**config.mk**
```make
export PLATFORM = sky130hd
export DESIGN_NAME = iowa_alloc
export DESIGN_NICKNAME = d
export VERILOG_FILES = /design/src/iowa_pkg.sv /design/src/iowa_bcd2.sv /design/src/iowa_alloc.sv
export VERILOG_INCLUDE_DIRS = /design/src /design/src/src
export SDC_FILE = /design/constraint.sdc
export NUM_CORES = 1
export LEC_CHECK = 0
export BUFFER_PORTS_ARGS = -buffer_cell sky130_fd_sc_hd__buf_2
export CAP_MARGIN = 25
export CORE_ASPECT_RATIO = 0.8
export CORE_UTILIZATION = 45
export DETAILED_ROUTE_END_ITERATION = 8
export PLACE_DENSITY = 0.59
export SLEW_MARGIN = 20
export SYNTH_ARGS = -nofsm -noshare
export SYNTH_HDL_FRONTEND = slang
export SYNTH_HIERARCHICAL = 1
export SYNTH_SLANG_ARGS = --single-unit
```
**constraint.sdc**
```tcl
create_clock -name ref_clk -period 11 [get_ports ref_clk]
set_clock_uncertainty 0.1 [all_clocks]
set_input_delay 1.1 -clock ref_clk [delete_from_list [all_inputs] [get_ports ref_clk]]
set_output_delay 1.1 -clock ref_clk [all_outputs]
set_load 0.02 [all_outputs]
```
**src/iowa_params.svh**
```systemverilog
// Behaviour
// RQ1 - Reserve fixed words per dedicated unit
// RQ2 - Use switch-selected word count, analog 4/2
// RQ3 - Unallocated words stay free work words
// RQ4 - Word zero reserved for processor inputs
// RQ5 - Inputs from word one, outputs from 100
// RQ6 - Processor block first, then expansion block
// RQ7 - Linking units get no words
// RQ8 - Analog supply counted, gets no words
// RQ9 - Capacity 15 input/16 output or 15 total
// RQ10 - Overflow raises fatal error code E1
// RQ11 - Status low byte: input count BCD
// RQ12 - Status high byte: output count BCD
// RQ13 - No empty slots; lowest free words
// RQ14 - Input and output sequences independent
// RQ15 - Sensor with four modules takes five
// RQ16 - Whole words; eight-point input upper unusable
// RQ17 - Thirty-two point: A first, B next word
// RQ18 - Allocation settles before program execution
`ifndef IOWA_PARAMS_SVH
`define IOWA_PARAMS_SVH
`define IOWA_MAX_UNITS      16
`define IOWA_IN_BASE        8'h01
`define IOWA_OUT_BASE       8'h64
`define IOWA_CPU_WORD       8'h00
`define IOWA_LARGE_IN_CAP   5'h0F
`define IOWA_LARGE_OUT_CAP  5'h10
`define IOWA_SMALL_TOT_CAP  6'h0F
`define IOWA_ERR_E1         8'hE1
`define IOWA_ADDR_CTRL      8'h00
`define IOWA_ADDR_COUNTS    8'h04
`define IOWA_ADDR_STATUS    8'h08
`define IOWA_ADDR_IRQ_STAT  8'h0C
`define IOWA_ADDR_IRQ_MASK  8'h10
`define IOWA_ADDR_UNIT0     8'h40
`define IOWA_ADDR_MAP0      8'h80
`define IOWA_IRQ_DONE       0
`define IOWA_IRQ_OVF        1
`define IOWA_SENSOR_FULL    3'h4
`define IOWA_SENSOR_WORDS   5'h05
`endif

```
**src/iowa_pkg.sv**
```systemverilog
package iowa_pkg;
    typedef enum logic [2:0] {
        IOWA_K_EMPTY, IOWA_K_PLAIN, IOWA_K_LINK, IOWA_K_APS,
        IOWA_K_ANALOG, IOWA_K_SENSOR
    } iowa_kind_t;
    typedef struct packed {
        logic       valid;
        logic       expansion;
        iowa_kind_t kind;
        logic [2:0] in_words;
        logic [2:0] out_words;
        logic       sel_alt;
        logic [2:0] modules;
    } iowa_unit_t;
    typedef struct packed {
        logic [7:0] in_first;
        logic [7:0] out_first;
        logic [4:0] in_n;
        logic [4:0] out_n;
    } iowa_map_t;
    typedef enum logic [1:0] {IOWA_IDLE, IOWA_WALK, IOWA_DONE} iowa_st_t;
endpackage

```
**src/iowa_bcd2.sv**
```systemverilog
`timescale 1ns/1ps
`include "iowa_params.svh"
module iowa_bcd2
    import iowa_pkg::*;
(
    input  wire logic [4:0] bin,
    output wire logic [7:0] bcd
);
    wire logic       ge10;
    wire logic [4:0] low;
    assign ge10 = (bin >= 5'd10);
    assign low  = ge10 ? 5'(bin - 5'd10) : bin;
    assign bcd  = {3'h0, ge10, low[3:0]};
endmodule

```
**src/iowa_alloc.sv**
```systemverilog
// The register addresses and the AXI4-Lite interface to the registers were chosen for this implementation.
`timescale 1ns/1ps
`include "iowa_params.svh"
module iowa_alloc
    import iowa_pkg::*;
(
    input  wire logic        ref_clk,
    input  wire logic        rst_n,
    input  wire logic [31:0] s_axi_awaddr,
    input  wire logic        s_axi_awvalid,
    output wire logic        s_axi_awready,
    input  wire logic [31:0] s_axi_wdata,
    input  wire logic [3:0]  s_axi_wstrb,
    input  wire logic        s_axi_wvalid,
    output wire logic        s_axi_wready,
    output wire logic [1:0]  s_axi_bresp,
    output wire logic        s_axi_bvalid,
    input  wire logic        s_axi_bready,
    input  wire logic [31:0] s_axi_araddr,
    input  wire logic        s_axi_arvalid,
    output wire logic        s_axi_arready,
    output wire logic [31:0] s_axi_rdata,
    output wire logic [1:0]  s_axi_rresp,
    output wire logic        s_axi_rvalid,
    input  wire logic        s_axi_rready,
    input  wire logic        large_model,
    output wire logic        run_enable,
    output wire logic        fatal_error,
    output wire logic        irq
);
    localparam int N = `IOWA_MAX_UNITS;
    iowa_unit_t unit_r [N];
    iowa_map_t  map_r  [N];
    iowa_st_t   st_r;
    logic [4:0] idx_r;
    logic       pass_r;
    logic [4:0] in_cnt_r;
    logic [4:0] out_cnt_r;
    logic [3:0] unit_cnt_r;
    logic       ovf_r;
    logic [7:0] err_r;
    logic [1:0] irq_stat_r;
    logic [1:0] irq_mask_r;
    logic       aw_held_r;
    logic       w_held_r;
    logic [7:0] awaddr_r;
    logic [31:0] wdata_r;
    logic [3:0] wstrb_r;
    logic       bvalid_r;
    logic [1:0] bresp_r;
    logic       rvalid_r;
    logic [31:0] rdata_r;
    logic [1:0] rresp_r;
    logic [15:0] counts_r;
    logic       rescan_r;

    // Per-unit word demand
    wire logic [2:0] need_in  [N];
    wire logic [2:0] need_out [N];
    genvar g;
    generate
        for (g = 0; g < N; g++) begin : g_need
            iowa_unit_t u;
            assign u = unit_r[g];
            // Empty slots, link units and analog supply take nothing
            assign need_in[g] = (!u.valid || u.kind == IOWA_K_EMPTY ||
                                 u.kind == IOWA_K_LINK || // [RQ7] [RQ8] [RQ13]
                                 u.kind == IOWA_K_APS) ? 3'h0 :
                (u.kind == IOWA_K_ANALOG) ?
                    (u.sel_alt ? 3'h2 : 3'h4) : // [RQ2]
                (u.kind == IOWA_K_SENSOR) ?
                    ((u.modules >= `IOWA_SENSOR_FULL) ? 3'h5 :
                     3'(u.modules + 3'h1)) : // [RQ15]
                u.in_words; // [RQ1] [RQ16] [RQ17]
            assign need_out[g] = (!u.valid || u.kind == IOWA_K_EMPTY ||
                                  u.kind == IOWA_K_LINK ||
                                  u.kind == IOWA_K_APS ||
                                  u.kind == IOWA_K_ANALOG ||
                                  u.kind == IOWA_K_SENSOR) ? 3'h0 :
                                 u.out_words; // [RQ1] [RQ14]
        end
    endgenerate

    // Walk order: processor-block units on pass 0, expansion on pass 1
    wire logic [3:0] cur;
    wire logic       take;
    wire logic [4:0] add_in;
    wire logic [4:0] add_out;
    wire logic [5:0] in_sum;
    wire logic [5:0] out_sum;
    wire logic       walking;
    wire logic       ovf_now;
    assign cur     = idx_r[3:0];
    assign walking = (st_r == IOWA_WALK);
    assign take    = walking && unit_r[cur].valid &&
                     (unit_r[cur].expansion == pass_r); // [RQ6]
    assign add_in  = take ? {2'h0, need_in[cur]} : 5'h0;
    assign add_out = take ? {2'h0, need_out[cur]} : 5'h0;
    assign in_sum  = {1'b0, in_cnt_r} + {1'b0, add_in};
    assign out_sum = {1'b0, out_cnt_r} + {1'b0, add_out};
    // Input word zero does not count against the unit capacity
    assign ovf_now = large_model ?
        ((in_sum > {1'b0, `IOWA_LARGE_IN_CAP}) ||
         (out_sum > {1'b0, `IOWA_LARGE_OUT_CAP})) :
        ((6'(in_sum + out_sum)) > `IOWA_SMALL_TOT_CAP); // [RQ4] [RQ9]

    wire logic       start_w;
    wire logic       last_w;
    assign start_w = (st_r == IOWA_IDLE);
    assign last_w  = walking && (idx_r == 5'(N - 1)) && pass_r;

    always_ff @(posedge ref_clk) begin
        if (!rst_n) begin
            st_r <= IOWA_IDLE;
            idx_r <= 5'h0;
            pass_r <= 1'b0;
            in_cnt_r <= 5'h0;
            out_cnt_r <= 5'h0;
            unit_cnt_r <= 4'h0;
            ovf_r <= 1'b0;
        end else if (start_w || rescan_r) begin
            st_r <= IOWA_WALK;
            idx_r <= 5'h0;
            pass_r <= 1'b0;
            in_cnt_r <= 5'h0;
            out_cnt_r <= 5'h0;
            unit_cnt_r <= 4'h0;
            ovf_r <= 1'b0;
        end else if (walking) begin
            in_cnt_r <= in_sum[4:0]; // [RQ5] [RQ13]
            out_cnt_r <= out_sum[4:0]; // [RQ14]
            if (take)
                unit_cnt_r <= 4'(unit_cnt_r + 4'h1); // [RQ8]
            if (take && ovf_now)
                ovf_r <= 1'b1; // [RQ10]
            if (idx_r == 5'(N - 1)) begin
                idx_r <= 5'h0;
                pass_r <= 1'b1;
                if (pass_r)
                    st_r <= IOWA_DONE; // [RQ18]
            end else begin
                idx_r <= 5'(idx_r + 5'h1);
            end
        end
    end

    // Address map per unit; unmapped words stay free
    always_ff @(posedge ref_clk) begin
        if (!rst_n || rescan_r) begin
            for (int i = 0; i < N; i++)
                map_r[i] <= '0;
        end else if (take) begin
            map_r[cur].in_first  <= 8'(`IOWA_IN_BASE + in_cnt_r); // [RQ5]
            map_r[cur].out_first <= 8'(`IOWA_OUT_BASE + out_cnt_r);
            map_r[cur].in_n      <= add_in; // [RQ3]
            map_r[cur].out_n     <= add_out;
        end
    end

    wire logic [7:0] in_bcd;
    wire logic [7:0] out_bcd;
    iowa_bcd2 u_bcd_in (
        .bin (5'(in_sum[4:0] + 5'h1)),
        .bcd (in_bcd)
    );
    iowa_bcd2 u_bcd_out (
        .bin (out_sum[4:0]),
        .bcd (out_bcd)
    );

    always_ff @(posedge ref_clk) begin
        if (!rst_n) begin
            counts_r <= 16'h0000;
            err_r <= 8'h00;
        end else if (last_w) begin
            counts_r <= {out_bcd, in_bcd}; // [RQ11] [RQ12]
            err_r <= (ovf_r || (take && ovf_now)) ? `IOWA_ERR_E1 : 8'h00;
        end
    end

    assign run_enable  = (st_r == IOWA_DONE) && (err_r == 8'h00); // [RQ18]
    assign fatal_error = (st_r == IOWA_DONE) && (err_r != 8'h00); // [RQ10]

    // AXI4-Lite slave
    wire logic       wr_go;
    wire logic [7:0] wa;
    wire logic       wa_ctrl;
    wire logic       wa_istat;
    wire logic       wa_imask;
    wire logic       wa_unit;
    wire logic       wr_ok;
    assign s_axi_awready = !aw_held_r && !bvalid_r;
    assign s_axi_wready  = !w_held_r && !bvalid_r;
    assign wr_go    = aw_held_r && w_held_r && !bvalid_r;
    assign wa       = awaddr_r;
    assign wa_ctrl  = (wa == `IOWA_ADDR_CTRL);
    assign wa_istat = (wa == `IOWA_ADDR_IRQ_STAT);
    assign wa_imask = (wa == `IOWA_ADDR_IRQ_MASK);
    assign wa_unit  = (wa[7:6] == 2'h1) && (wa[1:0] == 2'h0);
    assign wr_ok    = wa_ctrl || wa_istat || wa_imask || wa_unit ||
                      (wa == `IOWA_ADDR_COUNTS) ||
                      (wa == `IOWA_ADDR_STATUS);
    assign s_axi_bvalid = bvalid_r;
    assign s_axi_bresp  = bresp_r;

    wire logic       rescan;
    assign rescan = wr_go && wa_ctrl && wstrb_r[0] && wdata_r[0];

    always_ff @(posedge ref_clk) begin
        if (!rst_n) begin
            aw_held_r <= 1'b0;
            w_held_r <= 1'b0;
            awaddr_r <= 8'h00;
            wdata_r <= 32'h0;
            wstrb_r <= 4'h0;
            bvalid_r <= 1'b0;
            bresp_r <= 2'h0;
        end else begin
            if (s_axi_awvalid && s_axi_awready) begin
                aw_held_r <= 1'b1;
                awaddr_r <= s_axi_awaddr[7:0];
            end
            if (s_axi_wvalid && s_axi_wready) begin
                w_held_r <= 1'b1;
                wdata_r <= s_axi_wdata;
                wstrb_r <= s_axi_wstrb;
            end
            if (wr_go) begin
                aw_held_r <= 1'b0;
                w_held_r <= 1'b0;
                bvalid_r <= 1'b1;
                bresp_r <= wr_ok ? 2'h0 : 2'h2;
            end else if (bvalid_r && s_axi_bready) begin
                bvalid_r <= 1'b0;
            end
        end
    end

    // Unit table written by software at any time, even while the walk runs
    always_ff @(posedge ref_clk) begin
        if (!rst_n) begin
            for (int i = 0; i < N; i++)
                unit_r[i] <= '0;
            irq_mask_r <= 2'h0;
        end else if (wr_go) begin
            if (wa_unit && wstrb_r[1] && wstrb_r[0])
                unit_r[wa[5:2]] <= iowa_unit_t'(wdata_r[14:0]);
            if (wa_imask && wstrb_r[0])
                irq_mask_r <= wdata_r[1:0];
        end
    end

    // Sticky events; a set in the clearing cycle wins
    wire logic [1:0] ev;
    wire logic [1:0] clr;
    assign ev  = last_w ? {(ovf_r || (take && ovf_now)), 1'b1} : 2'h0;
    assign clr = (wr_go && wa_istat && wstrb_r[0]) ? wdata_r[1:0] : 2'h0;
    always_ff @(posedge ref_clk) begin
        if (!rst_n)
            irq_stat_r <= 2'h0;
        else
            irq_stat_r <= (irq_stat_r & ~clr) | ev;
    end
    assign irq = |(irq_stat_r & irq_mask_r);

    // Restart of the walk on software request, taken only in IOWA_DONE
    always_ff @(posedge ref_clk) begin
        if (!rst_n)
            rescan_r <= 1'b0;
        else
            rescan_r <= rescan && (st_r == IOWA_DONE);
    end

    wire logic [7:0]  ra;
    wire logic [31:0] rd_mux;
    wire logic        rd_ok;
    wire logic        ra_map;
    wire logic        ra_unit;
    iowa_map_t        mp;
    assign ra      = s_axi_araddr[7:0];
    assign ra_map  = (ra[7:6] == 2'h2) && (ra[1:0] == 2'h0);
    assign ra_unit = (ra[7:6] == 2'h1) && (ra[1:0] == 2'h0);
    assign mp      = map_r[ra[5:2]];
    assign rd_ok   = ra_map || ra_unit || (ra == `IOWA_ADDR_CTRL) ||
                     (ra == `IOWA_ADDR_COUNTS) ||
                     (ra == `IOWA_ADDR_STATUS) ||
                     (ra == `IOWA_ADDR_IRQ_STAT) ||
                     (ra == `IOWA_ADDR_IRQ_MASK);
    assign rd_mux =
        (ra == `IOWA_ADDR_COUNTS) ? {16'h0, counts_r} :
        (ra == `IOWA_ADDR_STATUS) ? {16'h0, unit_cnt_r, err_r,
                                     run_enable, fatal_error,
                                     (st_r == IOWA_DONE), walking} :
        (ra == `IOWA_ADDR_IRQ_STAT) ? {30'h0, irq_stat_r} :
        (ra == `IOWA_ADDR_IRQ_MASK) ? {30'h0, irq_mask_r} :
        ra_unit ? {17'h0, unit_r[ra[5:2]]} :
        ra_map ? {8'h0, mp.out_n[2:0], mp.in_n[2:0], mp.out_first,
                  mp.in_first, 2'h0} :
        32'h0;
    assign s_axi_arready = !rvalid_r;
    assign s_axi_rvalid  = rvalid_r;
    assign s_axi_rdata   = rdata_r;
    assign s_axi_rresp   = rresp_r;

    always_ff @(posedge ref_clk) begin
        if (!rst_n) begin
            rvalid_r <= 1'b0;
            rdata_r <= 32'h0;
            rresp_r <= 2'h0;
        end else if (s_axi_arvalid && !rvalid_r) begin
            rvalid_r <= 1'b1;
            rdata_r <= rd_mux;
            rresp_r <= rd_ok ? 2'h0 : 2'h2;
        end else if (rvalid_r && s_axi_rready) begin
            rvalid_r <= 1'b0;
        end
    end

    counts_settle_a: assert property ( // [RQ11]
        @(posedge ref_clk) disable iff (!rst_n)
        last_w |=> counts_r[7:0] == $past(in_bcd))
        else $error("input count not published");
    run_gate_a: assert property ( // [RQ18]
        @(posedge ref_clk) disable iff (!rst_n)
        run_enable |-> st_r == IOWA_DONE && err_r == 8'h00)
        else $error("run before allocation settled");
    err_code_a: assert property ( // [RQ10]
        @(posedge ref_clk) disable iff (!rst_n)
        fatal_error |-> err_r == 8'hE1)
        else $error("fatal error without E1");
    link_none_a: assert property ( // [RQ7]
        @(posedge ref_clk) disable iff (!rst_n)
        take && unit_r[cur].kind == IOWA_K_LINK |=> in_cnt_r ==
        $past(in_cnt_r) && out_cnt_r == $past(out_cnt_r))
        else $error("link unit received words");
    aps_count_a: assert property ( // [RQ8]
        @(posedge ref_clk) disable iff (!rst_n)
        take && unit_r[cur].kind == IOWA_K_APS |=>
        unit_cnt_r == 4'($past(unit_cnt_r) + 4'h1))
        else $error("analog supply not counted");
    analog_sel_a: assert property ( // [RQ2]
        @(posedge ref_clk) disable iff (!rst_n)
        take && unit_r[cur].kind == IOWA_K_ANALOG && !unit_r[cur].sel_alt
        |=> in_cnt_r == 5'($past(in_cnt_r) + 5'h4))
        else $error("analog four-channel count wrong");
    sensor_five_a: assert property ( // [RQ15]
        @(posedge ref_clk) disable iff (!rst_n)
        take && unit_r[cur].kind == IOWA_K_SENSOR &&
        unit_r[cur].modules == 3'h4 |=>
        in_cnt_r == 5'($past(in_cnt_r) + 5'h5))
        else $error("sensor unit not five words");
    out_base_a: assert property ( // [RQ5]
        @(posedge ref_clk) disable iff (!rst_n)
        take |=> map_r[$past(cur)].out_first ==
        8'(8'h64 + $past(out_cnt_r)))
        else $error("output word not consecutive from 100");
    pass_order_a: assert property ( // [RQ6]
        @(posedge ref_clk) disable iff (!rst_n)
        walking && pass_r && !unit_r[cur].expansion |=>
        in_cnt_r == $past(in_cnt_r) && out_cnt_r == $past(out_cnt_r))
        else $error("processor unit taken on expansion pass");
endmodule

```
==> results.json <==
{
  "run_status": "finished, final reports clean",
  "grt_setup_unrepaired": "false",
  "p_leak_nw": 13.0,
  "cts_repair_resize_count": 0,
  "detail_route.vias_per_cell": 6.09,
  "worst_setup_path_end_kind": "register",
  "max_clock_freq_ghz": 0.174,
  "number_of_antenna_violations_at_the_first_check_in_global_routing": 10,
  "io_pins": 152,
  "synth_cell_types": 83,
  "final-setup-viol-count": 0,
  "dieArea_um2": 76400,
  "worstHoldStart": "idx_r[4]$_SDFFE_PP0P_",
  "finalWirelength_mm": 104,
  "num_vias": 23500,
  "worst_path_largest_cell_delay_ns": 0.83,
  "holdPathStages": 1,
  "core.rowCount": 89,
  "yosys_warnings": 6,
  "synth_seq_area_share_pct": 55.8,
  "grt_pass1_wl_mm": 152,
  "ys_seq_elements": 664,
  "hp-class": "register to register",
  "clock-sinks": 664,
  "synthesis.area_per_instance_um2": 12.1,
  "drt.antenna.violating_nets": 0,
  "post_drt_wl_per_cell_um": 26.9,
  "final_layout_size_suffix_gt1_share_pct": 16.8,
  "worst_pin_slew_ns": 1.06,
  "initial_core_util_pct": 45.7,
  "worst_r2r_endpoint": "irq_stat_r[1]$_SDFF_PN0_",
  "critical_path.startpoint_type": "register",
  "hpwlAfterDp_mm": 71.2,
  "synth-main-ff-cell": "edfxtp_1",
  "gr_util_all_layers_pct": 27.6,
  "netlist_area_um2": 33900,
  "drv_cap": 0,
  "detail_route.first_pass.iterations": 6,
  "area_growth_pct": 10.2,
  "setup_tns_ns": 0,
  "power.total_mw": 5.70,
  "numPortBuffers": 74,
  "cp.arrival_ns": 6.17,
  "ctsRootBufferMaster": "clkbuf_16",
  "min_tclk_post_route_ns": 5.74,
  "die-width_um": 309,
  "final.fill_count": 6533,
  "number_of_max_slew_violations_in_the_final_report": 0,
  "cts_setup_buffers": 0,
  "coreArea_um2": 74200,
  "finalHoldViolCount": 0,
  "crit_slowest_cell": "dfxtp_1",
  "path_max_fanout": 54,
  "criticalPathCategory": "register to register",
  "powerDensity_nw_per_um2": 153,
  "htree_levels": 3,
  "cts_hold_buf": 0,
  "rr_worst_depth": 15,
  "cp.buffers_inverters": 1,
  "critical_path_required_ns": 11.44,
  "die_height_um": 247,
  "num-nets-final": 2968,
  "finalWeightedCongestion": 0.934,
  "timing.critical_path.cells": "mux4_2 > mux2i_1 > mux2i_1 > o211ai_4 > buf_4 > or3_1 > nor3_1 > ha_1 > xor2_1 > ha_1 > a21o_1 > a21oi_1 > nor4_1 > a311o_1 > o21ai_1",
  "worst_setup_hold_path_clk_slew_ns": 0.06,
  "synth_enable_flop_cells": 560,
  "asyncSetResetFlopFracSynth_pct": 0,
  "min_delay_worst_endpoint": "idx_r[4]$_SDFFE_PP0P_",
  "drcViolationCount": 0,
  "insertion_delay_ns": 0.62,
  "vias_in_the_first_global_route": 22500,
  "largest_net_degree_at_the_start_of_global_routing": 64,
  "grt_overflow": 0,
  "ctsLongestPathBuffers": 3,
  "synthesis.instances": 2790,
  "post-route-period-util_pct": 52.2,
  "placedCellCount": 3728,
  "drt_iter0_markers": 3138,
  "vdd_ir_drop_max_mv": 0.112,
  "max-slew-margin-rel_pct": 27.5,
  "critPathTopFamily": "multiplexers",
  "reg2reg_slack_ns": 5.26,
  "cts_inserted_buffers": 73,
  "finalNonFillerCells": 3866,
  "cts_tree": "yes"
}
## cell usage after synthesis, types with 7 or more instances
cell,n,share of area (%)
or3_1,11,0.20
nand2_1,249,2.8
nor4_2,14,0.52
nor2_1,351,3.9
o311ai_0,10,0.26
and2_1,248,4.6
a211oi_1,10,0.22
buf_2,44,0.65
dfxtp_1,104,6.1
nor3_1,47,0.69
buf_1,15,0.17
or2_1,13,0.24
a21oi_1,92,1.4
buf_4,38,0.84
nor4_1,17,0.31
a21o_1,11,0.24
and3_1,7,0.13
nand2b_1,64,1.2
o21ai_0,56,0.83
a31oi_1,19,0.35
or3b_2,10,0.26
clkbuf_1,103,1.1
mux4_2,176,12
o21bai_1,7,0.16
xor2_1,7,0.18
inv_1,72,0.80
o211ai_1,22,0.49
mux2i_1,20,0.59
o21ai_1,7,0.10
xnor2_1,8,0.21
o31ai_1,12,0.27
a22oi_1,21,0.47
nor2_2,9,0.17
nor2b_1,39,0.72
nand3b_1,16,0.35
nor3b_1,7,0.16
nand4_1,7,0.13
nand3_1,40,0.59
a221oi_1,21,0.54
ha_1,52,1.9
edfxtp_1,560,50
a21boi_0,47,1.0
or3b_1,7,0.18
## report_power, final
part | switching (mW) | total (mW) | internal (mW)
logic | 0.271 | 0.430 | 0.158
registers | 0.0797 | 2.88 | 2.81
clock network | 1.02 | 2.39 | 1.37
total | 1.37 | 5.70 | 4.33
## metrics by stage
| stage | hold slack, ns | worst slack (ns) | cell area, um^2 | utilization, % |
|---|---|---|---|---|
| 4_1_cts | 0.349 | 5.33 | 37300 | 50.3 |
| 5_1_grt | 0.365 | 4.95 | 37300 | 50.3 |
| 2_1_floorplan | 0.321 | 6.45 | 33900 | - |
| 6_report | 0.350 | 5.26 | 37300 | 50.4 |
| 3_5_place_dp | 0.338 | 5.34 | 35000 | 47.2 |
| 3_3_place_gp | 0.335 | 5.42 | 35000 | 47.2 |
## cells by family after synthesis
kind of cell / Yosys count / share of synthesized area, %
adders and majority gates: 54 / 2.04
muxes: 202 / 12.5
AOI/OAI and AO/OA: 386 / 7.64
and+or+nand+nor: 1186 / 17.8
DFF: 664 / 55.8
buffers and inverters: 280 / 3.82
other: 3 / 0.0332
xor gates and xnor gates: 15 / 0.388
## area by class of cell
type / instances / area, um^2 / area share (%)
Clock inverter: 32 / 273 / 0.730
Sequential cell: 664 / 18900 / 50.6
Multi-Input combinational cell: 1859 / 13800 / 36.9
Timing Repair Buffer: 134 / 867 / 2.32
Inverter: 74 / 278 / 0.744
Tap cell: 1001 / 1250 / 3.35
Clock buffer: 98 / 1990 / 5.33
Antenna cell: 4 / 10.0 / 0.0268
## worst max-delay path by stage
stage / endpoint / slack, ns / depth (start not counted) / from
3_3_place_gp: irq_stat_r[1]$_SDFF_PN0_ / 5.42 / 16 / unit_r[8][0]$_SDFFCE_PN0P_
4_1_cts: irq_stat_r[1]$_SDFF_PN0_ / 5.33 / 16 / unit_r[1][0]$_SDFFCE_PN0P_
3_5_place_dp: irq_stat_r[1]$_SDFF_PN0_ / 5.34 / 16 / unit_r[1][0]$_SDFFCE_PN0P_
2_1_floorplan: err_r[6]$_SDFFE_PN0P_ / 6.45 / 19 / register
6_report: irq_stat_r[1]$_SDFF_PN0_ / 5.26 / 15 / register
5_1_grt: counts_r[1]$_SDFFE_PN0P_ / 4.95 / 17 / register
## flip-flops by register name (all words and copies together) (netlist names), 4 cells and up, named ones only
name	flops
s_axi_rdata	24
unit_r	240
awaddr_r	8
map_r	320
unit_cnt_r	4
out_cnt_r	5
counts_r	16
wdata_r	15
in_cnt_r	5
idx_r	5
## cells in the final DEF (no fill, tap or decap), types with 52 or more instances in the layout
cell type | Yosys | layout
a21oi_1 | 92 | 92
and2_1 | 248 | 248
buf_2 | 44 | 71
buf_4 | 38 | 58
clkbuf_16 | 0 | 74
dfxtp_1 | 104 | 102
edfxtp_1 | 560 | 560
ha_1 | 52 | 52
inv_1 | 72 | 72
mux4_2 | 176 | 176
nand2_1 | 249 | 249
nand2b_1 | 64 | 64
nor2_1 | 351 | 350
## worst reg2reg max path: cells and delay by family, from the launching register on
family / cells / cell delay [ns]
buffers and inverters: 1 / 0.54
XOR/XNOR: 1 / 0.43
adder cells (fa/ha/maj): 2 / 0.76
multiplexers: 3 / 1.18
flip-flops: 1 / 0.83
AO/OA/AOI/OAI: 5 / 1.05
AND/OR/NAND/NOR: 3 / 0.77
## per-layer routing
| layer | vias up | GRT usage [%] | routed length [um] |
|---|---|---|---|
| li1 | 10200 | - | - |
| met1 | 11900 | 41.1 | 44600 |
| met2 | 1292 | 39.4 | 44300 |
| met3 | 154 | 7.43 | 12400 |
| met4 | 8 | 7.66 | 2650 |
| met5 | - | 0 | 53 |
No activity file was read; power rests on OpenSTA's default activity.
